[src/port_io_map.svh]
`ifndef PORT_IO_MAP_SVH
`define PORT_IO_MAP_SVH

// ----------------------------------------------------------------------
// widths and field positions
// ----------------------------------------------------------------------
`define PORT_WIDTH          8
`define FIXED_HALF          4
`define CFG_OUT_STYLE_BIT   1
`define CFG_CMP_OUT_BIT     0
`define TCTL_OUT_SEL_BIT    0

// ----------------------------------------------------------------------
// reset values
// ----------------------------------------------------------------------
`define BIDIR_DIR_RST       8'hFF
`define BIDIR_DATA_RST      8'h00
`define FIXED_DATA_RST      4'h0
`define CFG_RST             8'h00
`define TCTL_RST            8'h00

`endif

[src/port_io_pkg.sv]
package port_io_pkg;

	typedef logic [7:0] port_byte_t;
	typedef logic [3:0] port_nib_t;

endpackage

[src/fixed_port_out.sv]
`timescale 1ns/100ps
`include "port_io_map.svh"

// ----------------------------------------------------------------------
// fixed port upper lines: port data, with line 0 optionally the timer output, registered
// ----------------------------------------------------------------------
module fixed_port_out
	import port_io_pkg::*;
(
	input  wire logic      ref_clk_in,
	input  wire logic      rst_in,
	input  wire port_nib_t data_in,
	input  wire logic      timer_sel_in,
	input  wire logic      byte_timer_output_in,
	output port_nib_t      lines_out
);

	port_nib_t lines_q;
	port_nib_t lines_d;

	always_comb begin
		lines_d = data_in;
		if (timer_sel_in) begin
			lines_d[0] = byte_timer_output_in;
		end
	end

	always_ff @(posedge ref_clk_in) begin
		if (rst_in) begin
			lines_q <= `FIXED_DATA_RST;
		end else begin
			lines_q <= lines_d;
		end
	end

	// always driven: output-only push-pull, no enable exists
	assign lines_out = lines_q;

endmodule

[src/port_io_ctrl.sv]
`timescale 1ns/100ps
`include "port_io_map.svh"

// Contract
// - bidir port all inputs after power-on reset
// - one config bit selects output drive style
// - style bit one push-pull, zero open-drain
// - stop recovery returns bidir port to input
// - fixed lower four lines are inputs only
// - fixed upper four lines push-pull outputs only
// - fixed inputs feed interrupts, output line 0 carries the timer
// - timer control bit zero routes timer output
module port_io_ctrl
	import port_io_pkg::*;
(
	input  wire logic       ref_clk_in,
	input  wire logic       rst_in,
	input  wire logic       stop_recovery_in,
	input  wire logic       dir_wr_in,
	input  wire port_byte_t dir_in,
	input  wire logic       bidir_data_wr_in,
	input  wire port_byte_t bidir_data_in,
	input  wire logic       port_config_reg_wr_in,
	input  wire port_byte_t port_config_reg_in,
	input  wire logic       byte_timer_control_reg_wr_in,
	input  wire port_byte_t byte_timer_control_reg_in,
	input  wire logic       fixed_data_wr_in,
	input  wire port_nib_t  fixed_data_in,
	input  wire logic       byte_timer_output_in,
	input  wire port_byte_t bidir_port_lines_in,
	output port_byte_t      bidir_port_lines_out,
	output port_byte_t      bidir_port_lines_oe_out,
	output port_byte_t      bidir_rd_out,
	input  wire port_nib_t  fixed_port_lines_in,
	output port_nib_t       fixed_port_lines_out,
	output port_nib_t       fixed_rd_out,
	output port_nib_t       fixed_irq_src_out
);

	// ------------------------------------------------------------------
	// helper
	// ------------------------------------------------------------------
	// a line is driven when it is an output and, in open-drain style,
	// only while it pulls low
	function automatic port_byte_t drive_en(port_byte_t dir_inp,
		port_byte_t data, logic push_pull);
		port_byte_t en;
		en = ~dir_inp;
		if (!push_pull) begin
			en = en & ~data;
		end
		return en;
	endfunction

	// ------------------------------------------------------------------
	// bidirectional port, config, timer control and fixed port state
	// ------------------------------------------------------------------
	port_byte_t dir_q;
	port_byte_t bidir_data_q;
	port_byte_t cfg_q;
	port_byte_t tctl_q;
	port_nib_t  fixed_data_q;
	port_byte_t bidir_rd_q;
	port_nib_t  fixed_rd_q;

	// stop recovery beats a same-cycle direction write so pins never
	// glitch to output while the core is still waking
	always_ff @(posedge ref_clk_in) begin
		if (rst_in) begin
			dir_q <= `BIDIR_DIR_RST;
		end else if (stop_recovery_in) begin
			dir_q <= `BIDIR_DIR_RST;
		end else if (dir_wr_in) begin
			dir_q <= dir_in;
		end
	end

	always_ff @(posedge ref_clk_in) begin
		if (rst_in) begin
			bidir_data_q <= `BIDIR_DATA_RST;
		end else if (bidir_data_wr_in) begin
			bidir_data_q <= bidir_data_in;
		end
	end

	// config and timer control survive stop recovery
	always_ff @(posedge ref_clk_in) begin
		if (rst_in) begin
			cfg_q <= `CFG_RST;
		end else if (port_config_reg_wr_in) begin
			cfg_q <= port_config_reg_in;
		end
	end

	always_ff @(posedge ref_clk_in) begin
		if (rst_in) begin
			tctl_q <= `TCTL_RST;
		end else if (byte_timer_control_reg_wr_in) begin
			tctl_q <= byte_timer_control_reg_in;
		end
	end

	always_ff @(posedge ref_clk_in) begin
		if (rst_in) begin
			fixed_data_q <= `FIXED_DATA_RST;
		end else if (fixed_data_wr_in) begin
			fixed_data_q <= fixed_data_in;
		end
	end

	// ------------------------------------------------------------------
	// pin drive
	// ------------------------------------------------------------------
	// open-drain drives only zero, so the output value can stay the
	// data while the enable does the work
	assign bidir_port_lines_out    = bidir_data_q;
	assign bidir_port_lines_oe_out = drive_en(dir_q, bidir_data_q,
		cfg_q[`CFG_OUT_STYLE_BIT]);

	// ------------------------------------------------------------------
	// input sampling
	// ------------------------------------------------------------------
	always_ff @(posedge ref_clk_in) begin
		if (rst_in) begin
			bidir_rd_q <= `BIDIR_DATA_RST;
			fixed_rd_q <= `FIXED_DATA_RST;
		end else begin
			bidir_rd_q <= bidir_port_lines_in;
			fixed_rd_q <= fixed_port_lines_in;
		end
	end

	assign bidir_rd_out      = bidir_rd_q;
	assign fixed_rd_out      = fixed_rd_q;
	// interrupt logic elsewhere takes the sampled lower lines
	assign fixed_irq_src_out = fixed_rd_q;

	// ------------------------------------------------------------------
	// fixed outputs
	// ------------------------------------------------------------------
	fixed_port_out u_fixed_out (
		.ref_clk_in           (ref_clk_in),
		.rst_in               (rst_in),
		.data_in              (fixed_data_q),
		.timer_sel_in         (tctl_q[`TCTL_OUT_SEL_BIT]),
		.byte_timer_output_in (byte_timer_output_in),
		.lines_out            (fixed_port_lines_out)
	);

endmodule

[config.mk]
export PLATFORM = sky130hd
export DESIGN_NAME = port_io_ctrl
export DESIGN_NICKNAME = d
export VERILOG_FILES = /design/src/port_io_pkg.sv /design/src/fixed_port_out.sv /design/src/port_io_ctrl.sv
export VERILOG_INCLUDE_DIRS = /design/src /design/src/src
export SDC_FILE = /design/constraint.sdc
export NUM_CORES = 1
export LEC_CHECK = 0
export BUFFER_PORTS_ARGS = -buffer_cell sky130_fd_sc_hd__buf_2
export CAP_MARGIN = 20
export CORE_AREA = 2 2 68 57
export CTS_BUF_LIST = sky130_fd_sc_hd__clkbuf_2
export CTS_CLUSTER_SIZE = 12
export DETAILED_ROUTE_END_ITERATION = 12
export DIE_AREA = 0 0 70 59
export GPL_TIMING_DRIVEN = 0
export HOLD_SLACK_MARGIN = 0.12
export PLACE_DENSITY_LB_ADDON = 0.2
export SYNTH_ARGS = -nofsm -noshare
export SYNTH_HDL_FRONTEND = slang
export SYNTH_HIERARCHICAL = 1
export SYNTH_SLANG_ARGS = --single-unit
[constraint.sdc]
create_clock -name ref_clk_in -period 0.8 [get_ports ref_clk_in]
set_input_delay 0 -clock ref_clk_in [delete_from_list [all_inputs] [get_ports ref_clk_in]]
set_output_delay 0 -clock ref_clk_in [all_outputs]
set_load 0.02 [all_outputs]
==> results of run 1 <==
timing repair:
item                                    CTS  global route
hold endpoints to repair                 38            18
pin swaps                                 0             2
gates resized for setup                  95            22
hold buffers                             42             1
endpoints found under the setup margin   36            64
power groups by stage:
stage                     Sequential, uW  Combinational, uW  Clock, uW
after floorplan                     2150                245          0
after global placement              2070                534          0
after detailed placement            2070                543          0
after CTS                           2070                802        802
after global routing                2090                889        892
final                               2070                833        757
worst max-delay path: cells and delay by family (launching register included):
| kind | cells | cell delay (ns) |
|---|---|---|
| AOI/OAI and AO/OA | 1 | 0.14 |
| buffers and inverters | 2 | 0.22 |
| DFF | 1 | 0.41 |
flip-flops by register name, summed over array words and instances (netlist names):
name	flops
dir_q	8
tctl_q	1
fixed_irq_src_out	4
bidir_rd_out	8
bidir_port_lines_out	8
cfg_q	1
fixed_data_q	4
u_fixed_out/lines_out	4
cell usage after synthesis:
master / count
inv_1: 1
buf_4: 4
nand2_1: 8
nor2_1: 15
nor2_4: 1
nor2b_1: 9
buf_2: 1
nor2b_2: 6
mux2i_1: 23
buf_6: 5
a21oi_1: 8
dfxtp_1: 38
through the flow:
step,instance area (um2),utilization,setup slack [ns],setup TNS (ns)
after floorplan,1333,-,0.03644,0
after global placement,1760,0.5215,0.001672,0
after detailed placement,1760,0.5215,-0.003491,-0.003491
after CTS,2464,0.7298,-0.3341,-6.406
after global routing,2545,0.7539,-0.4247,-9.556
final,2545,0.7539,-0.3305,-6.757
worst max-delay path by stage:
stage,end,cells after the start,startpoint
floorplan,bidir_port_lines_oe_out[0],2,cfg_q[1]
global placement,bidir_port_lines_oe_out[5],3,cfg_q[1]
detailed placement,bidir_port_lines_oe_out[0],3,cfg_q[1]
CTS,bidir_port_lines_oe_out[7],3,cfg_q[1]
global route,bidir_port_lines_oe_out[1],3,cfg_q[1]
finish,bidir_port_lines_oe_out[1],3,cfg_q[1]
final cells by class:
type                            instances  area share
Timing Repair Buffer                  117      0.3938
Sequential cell                        38      0.3171
Multi-Input combinational cell         70      0.2080
Buffer                                 10     0.04179
Tap cell                               42     0.02065
Clock buffer                            5    0.009833
Clock inverter                          3    0.004425
Inverter                                1    0.004425
metal layers:
layer / up-vias / share of wire
met4: 0 / 0.023
met5: - / 0
met3: 12 / 0.058
met2: 53 / 0.57
met1: 562 / 0.35
li1: 635 / -
logic make-up (layout without fill, tap and decap cells):
logic type	count (synthesis)	in the layout	synth area share
muxes	23	23	0.1728
buffers and inverters	11	136	0.07135
AOI/OAI and AO/OA	8	8	0.03005
DFF	38	38	0.5709
and+or+nand+nor	39	39	0.1549
==> summary.txt, run 1 <==
Run status
  – Outcome: finished, violations left
  – Failing checks: negative setup slack

Layout
  – Multi-input logic area: around 530 um2
  – # diodes: 0
  – Fillers: approximately 220
  – Fraction of layout cells with a size suffix above 1: 0.5369
  – Non-Filler Instances: between 200 and 300
  – Commonest non-fill, non-tap cell in the layout: dlygate4sd3_1
  – Commonest cells after routing, fill and taps aside: 42 x dlygate4sd3_1, 40 x buf_6, 40 x buf_2
  – Area taken by flip-flops and latches: 807.0 um2
  – Fin nets: 300
  – Area Growth Syn to Fin: 90.99%

Critical path
  – Crit path max fanout: 8
  – Reg-to-Reg End: u_fixed_out/lines_out[0]
  – Worst reg-to-reg path cell count: 2
  – Cell breakdown of the critical path: inv_8 > a21oi_2 > buf_4
  – Critical Path RT: 0.80 ns
  – CP peak stage delay: slightly above 0.4 ns
  – Critical Path AT: around 1.1 ns
  – R2R setup slack: 0.07 ns
  – Worst Setup Start Kind: flip-flop
  – Setup CP Type: reg2out
  – CP endpoint kind: primary output
  – Reg2Reg Launch Point: tctl_q[0]
  – CP max stage cell: dfxtp_4

CTS
  – CTS tree: built
  – H-tree depth: 2
  – Clk root buf: clkbuf_2
  – Longest Clk Path Bufs: 2
  – CTS clock-pin slew for the worst setup and hold paths: 0.18 ns
  – TritonCTS Buffers: 5
  – # Post-CTS Setup Buffers: 0
  – CTS sink cnt: 38
  – Worst-Skew Late Latency: 0.37 ns

Route
  – Vias per cell: 4.413
  – Pre-antenna DRT Iters: 4
  – Post-route ant nets: 0
  – Residual DRC: 0
  – Routed WL: approximately 4000 um
  – Via count: approximately 1,300
  – Routed length per placed instance: 13.71 um
  – DR iter-0 viols: 9

STA
  – Worst slew margin: 0.8457
  – Minimum clock period: 1.130 ns
  – Fin Clk Skew: 0.01747 ns
  – Fraction of the cycle the final worst path needs: 1.413
  – Worst hold margin: 0.3649 ns
  – Final Setup Violations: 64
  – Slew @ Worst Pin: 0.2310 ns
  – Final worst setup slack: -0.3305 ns
  – Final count of hold timing violations: 0
  – RSZ-0062 raised after global routing: yes
  – Max Clock Freq: 0.8846 GHz
  – Final max-slew violation count: 0

Worst hold path
  – Hold Path Sink: bidir_rd_out[4]
  – Hold Startpoint: bidir_port_lines_in[4]
  – Hold Path Cell Cnt: 3
  – Worst Hold Class: in2reg

Job
  – Max-cap viol count: 0

Synth
  – Number of synthesized register bits: 38
  – Yosys warning count: 6
  – Largest cells by area after synthesis: dfxtp_1 57%, mux2i_1 17%, buf_6 4.2%, nor2_1 4.2%, nor2b_1 4.2%
  – Seq/Total Area, Yosys: 0.5709
  – Syn_area_per_cell: 11.20 um2
  – Mapped Area: 0.001333 mm2
  – Synth Instances: approximately 120
  – Top cell type's share of synthesized area: 0.5709
  – Largest area contributor in the netlist: dfxtp_1
  – Post-synthesis cell type count: 12
  – Synth Net Count: 176

Pwr
  – Switching component of the power: 985.9 uW
  – Pwr dens: 1439 mW/mm2
  – Gate power share: 0.227
  – Pint: approximately 2700 uW
  – Final Power: 3663 uW
  – Max VDD drop: around 1300 uV
  – Switching Fraction: 0.2691
  – Reg power frac: 0.566
  – Clock power share: 0.207
  – Leakage power: 0.001187 uW

Global route
  – Initial antenna violation count: 0
  – GRT Overall Usage: 0.1995
  – M2 GR Usage: 0.3986
  – GR Overflow Total: 0
  – Largest net degree at the start of global routing: 12
  – GRT busiest layer: met2
  – Met1 global-route usage: 0.1885
  – Vias in the first global route: around 1,400
  – First-pass GRT wire length: 6147 um
  – GR met3 Demand/Resource: 0.05612

Die
  – FP Rows: 19
  – # IOs: between 90 and 100
  – Die height: 59 um
  – Starting Density: 0.3947
  – Core Area: 0.003376 mm2
  – Full die area: 0.004130 mm2
  – Die width: 70 um

Placement
  – Dpl cells: 236
  – RD Place Congestion: 0.6793
  – DP HPWL: 2219 um
  – I/O Buffers: 75
Note: power is estimated with default switching activity, not from simulation.
==> run 2: changes to the inputs <==
ABC_AREA = 1   (was not set)
CORE_AREA = 2 2 69 58   (was 2 2 68 57)
DIE_AREA = 0 0 71 60   (was 0 0 70 59)
==> summary.txt, run 2 <==
Run status
  – Outcome: finished, violations left
  – Failing checks: negative setup slack

STA
  – Max Clock Freq: 0.8872 GHz (+0.29%)
  – Final worst setup slack: -0.3272 ns (+0.003287 ns)
  – Fraction of the cycle the final worst path needs: 1.409 (-0.004109)
  – RSZ-0062 raised after global routing: yes
  – Slew @ Worst Pin: 0.3965 ns (+0.1655 ns)
  – Worst slew margin: 0.7348 (-0.1108)
  – Fin Clk Skew: 0.0004753 ns (-0.01699 ns)
  – Final max-slew violation count: 0 (unchanged)
  – Final count of hold timing violations: 0 (unchanged)
  – Final Setup Violations: 65 (+1.6%)
  – Minimum clock period: 1.127 ns (-0.003287 ns)

Synth
  – Post-synthesis cell type count: 12 (unchanged)
  – Post-synth EDFFs: 0 (unchanged)
  – Mapped Area: 0.001384 mm2 (+3.8%)
  – Largest cells by area after synthesis: dfxtp_1 55%, nand2_1 12%, nor2_1 12%, inv_1 9.2%, a21oi_1 2.9%
  – Largest area contributor in the netlist: dfxtp_1
  – Most instantiated cells after synthesis: 46 x nand2_1, 45 x nor2_1, 38 x dfxtp_1
  – Top cell type's share of synthesized area: 0.5497 (-0.02116)
  – Yosys warning count: 6 (unchanged)
  – Syn_area_per_cell: 7.283 um2 (-35%)
  – Number of synthesized register bits: 38 (unchanged)
  – Ys async rst share: 0 (unchanged)
  – Synth Net Count: 247 (+40%)
  – Count leader, synth: nand2_1
  – Synth Instances: 190 (+60%)
  – Synth Flop Type: dfxtp_1
  – Seq/Total Area, Yosys: 0.5497 (-0.02116)

Placement
  – DP HPWL: 2216 um (-0.11%)
  – I/O Buffers: 75 (unchanged)
  – Pre-CTS setup slack: -0.07769 ns (-0.07420 ns)
  – RD Place Congestion: 0.7158 (+5.4%)

CTS
  – # Post-CTS Setup Buffers: 0 (unchanged)
  – CTS tree: built
  – Clk root buf: clkbuf_2
  – CTS clock-pin slew for the worst setup and hold paths: 0.19 ns (about the same)
  – Worst-Skew Late Latency: 0.37 ns (about the same)
  – TritonCTS Buffers: 5 (unchanged)
  – H-tree depth: 2 (unchanged)
  – Longest Clk Path Bufs: 2 (unchanged)
  – CTS sink cnt: 38 (unchanged)

Critical path
  – Kind of cell adding the most delay to the critical path: flip-flops
  – Crit path max fanout: 8 (unchanged)
  – Setup CP Type: reg2out
  – CP max stage cell: dfxtp_4
  – Worst Setup Start Kind: flip-flop
  – CP peak stage delay: 0.40 ns (about the same)
  – Bufs and invs on worst path: 2 (unchanged)
  – Critical Path AT: 1.13 ns (about the same)
  – Critical Path RT: 0.80 ns (about the same)
  – CP endpoint kind: primary output
  – Cell breakdown of the critical path: inv_6 > a21oi_2 > buf_4

Pwr
  – Final Power: 3821 uW (+4.3%)
  – Gate power share: 0.237 (+0.010)
  – Reg power frac: 0.549 (-0.017)
  – Leakage power: 0.001365 uW (+15%)
  – Max VDD drop: 863.5 uV (-31%)
  – Switching Fraction: 0.2870 (+0.01788)
  – Pwr dens: 1455 mW/mm2 (+1.1%)
  – Clock power share: 0.214 (+0.007)
  – Pint: 2724 uW (+1.7%)
  – Switching component of the power: 1097 uW (+11%)

Die
  – # IOs: 93 (unchanged)
  – Die width: 71 um (+1.4%)
  – Starting Density: 0.3814 (-0.01336)
  – Full die area: 0.004260 mm2 (+3.1%)
  – FP Rows: 20 (+1)
  – Die height: 60 um (+1.7%)
  – Core Area: 0.003628 mm2 (+7.5%)

Global route
  – First-pass GRT wire length: 6610 um (+7.5%)
  – Initial antenna violation count: 0 (unchanged)
  – Largest net degree at the start of global routing: 12 (unchanged)
  – GR Overflow Total: 0 (unchanged)
  – GRT Overall Usage: 0.2039 (+0.004436)
  – Vias in the first global route: 1,530 (+12%)

Layout
  – Commonest non-fill, non-tap cell in the layout: nand2_1
  – Fin nets: 372 (+24%)
  – Area taken by flip-flops and latches: 809.5 um2 (+0.31%)
  – Multi-input logic area: 480.5 um2 (-9.2%)
  – Area Growth Syn to Fin: 89.69%
  – Fillers: 295 (+37%)
  – Commonest cells after routing, fill and taps aside: 46 x nand2_1, 44 x nor2_1, 43 x dlygate4sd3_1
  – Fraction of layout cells with a size suffix above 1: 0.4051 (-0.1318)
  – # diodes: 0 (unchanged)

Route
  – Residual DRC: 0 (unchanged)
  – Via count: 1,561 (+24%)
  – Pre-antenna DRT Iters: 4 (unchanged)
  – DR iter-0 viols: 38 (+29)
  – Routed WL: 4178 um (+6.6%)
  – Routed length per placed instance: 11.61 um (-15%)
  – Vias per cell: 4.336 (-1.7%)
  – Post-route ant nets: 0 (unchanged)

Worst hold path
  – Worst Hold Class: in2reg

Job
  – Max-cap viol count: 0 (unchanged)
[run 2: path summary, 6_finish.rpt]
path | slack (ns) | cells after the start | end | startpoint
worst max-delay path | -0.33 | 3 | bidir_port_lines_oe_out[0] | cfg_q[1]
worst min-delay path | 0.34 | 4 | bidir_rd_out[3] | bidir_port_lines_in[3]
worst max register to register | 0.18 | 2 | bidir_port_lines_out[7] | bidir_port_lines_out[7]
worst min register to register | 0.43 | 2 | u_fixed_out/lines_out[1] | fixed_data_q[1]
[run 2: tightest hold or removal path, stage by stage]
cell,delay (ns)
dlygate4sd3_1,0.52
buf_2,0.09
inv_1,0.03
nor2_1,0.06
[run 2: repair_timing]
| item | in CTS | in global routing |
|---|---|---|
| setup endpoints to repair | 36 | 69 |
| gates resized for setup | 105 | 18 |
| hold buffers | 41 | 3 |
| pin swaps | 1 | 1 |
| endpoints found under the hold margin | 38 | 15 |
[run 2: final cells by class]
| cell class | count | share of cell area |
|---|---|---|
| tap | 44 | 0.02097 |
| inverter | 34 | 0.05195 |
| sequential | 38 | 0.3084 |
| clock buffer | 6 | 0.01144 |
| multi-input combinational | 108 | 0.1830 |
| clock inverter | 2 | 0.003337 |
| timing repair buffer | 118 | 0.3870 |
| buffer | 10 | 0.03384 |
[run 2: stage by stage]
stage / util / TNS, ns / cell area [um2] / std cells / hold slack [ns]
after detailed placement: 0.5000 / -0.5669 / 1814 / 309 / 0.2069
final: 0.7234 / -7.509 / 2625 / 360 / 0.3412
after floorplan: - / 0 / 1384 / 190 / 0.07118
after global placement: 0.5000 / -0.4807 / 1814 / 309 / 0.2007
after global routing: 0.7234 / -10.58 / 2625 / 360 / 0.3193
after CTS: 0.7003 / -12.04 / 2541 / 358 / -0.08030
[run 2: layer usage]
metal / GRT usage / wire length, um / vias up
met1: 0.2089 / 1671 / 682
met5: 0 / 0 / -
li1: - / - / 800
met4: 0.1024 / 126 / 0
met3: 0.05902 / 283 / 14
met2: 0.3845 / 2097 / 65
[run 2: logic make-up after synthesis]
logic type,after synthesis,synth area share
AOI/OAI and AO/OA,8,0.02893
buffers and inverters,44,0.1410
DFF,38,0.5497
and+or+nand+nor,100,0.2803
[run 2: power groups by stage]
stage               clock (uW)  sequential [uW]  combinational [uW]
floorplan                    0             2180                 262
global placement             0             2100                 579
detailed placement           0             2100                 584
CTS                        855             2100                 858
global route               927             2110                 982
finish                     818             2100                 904
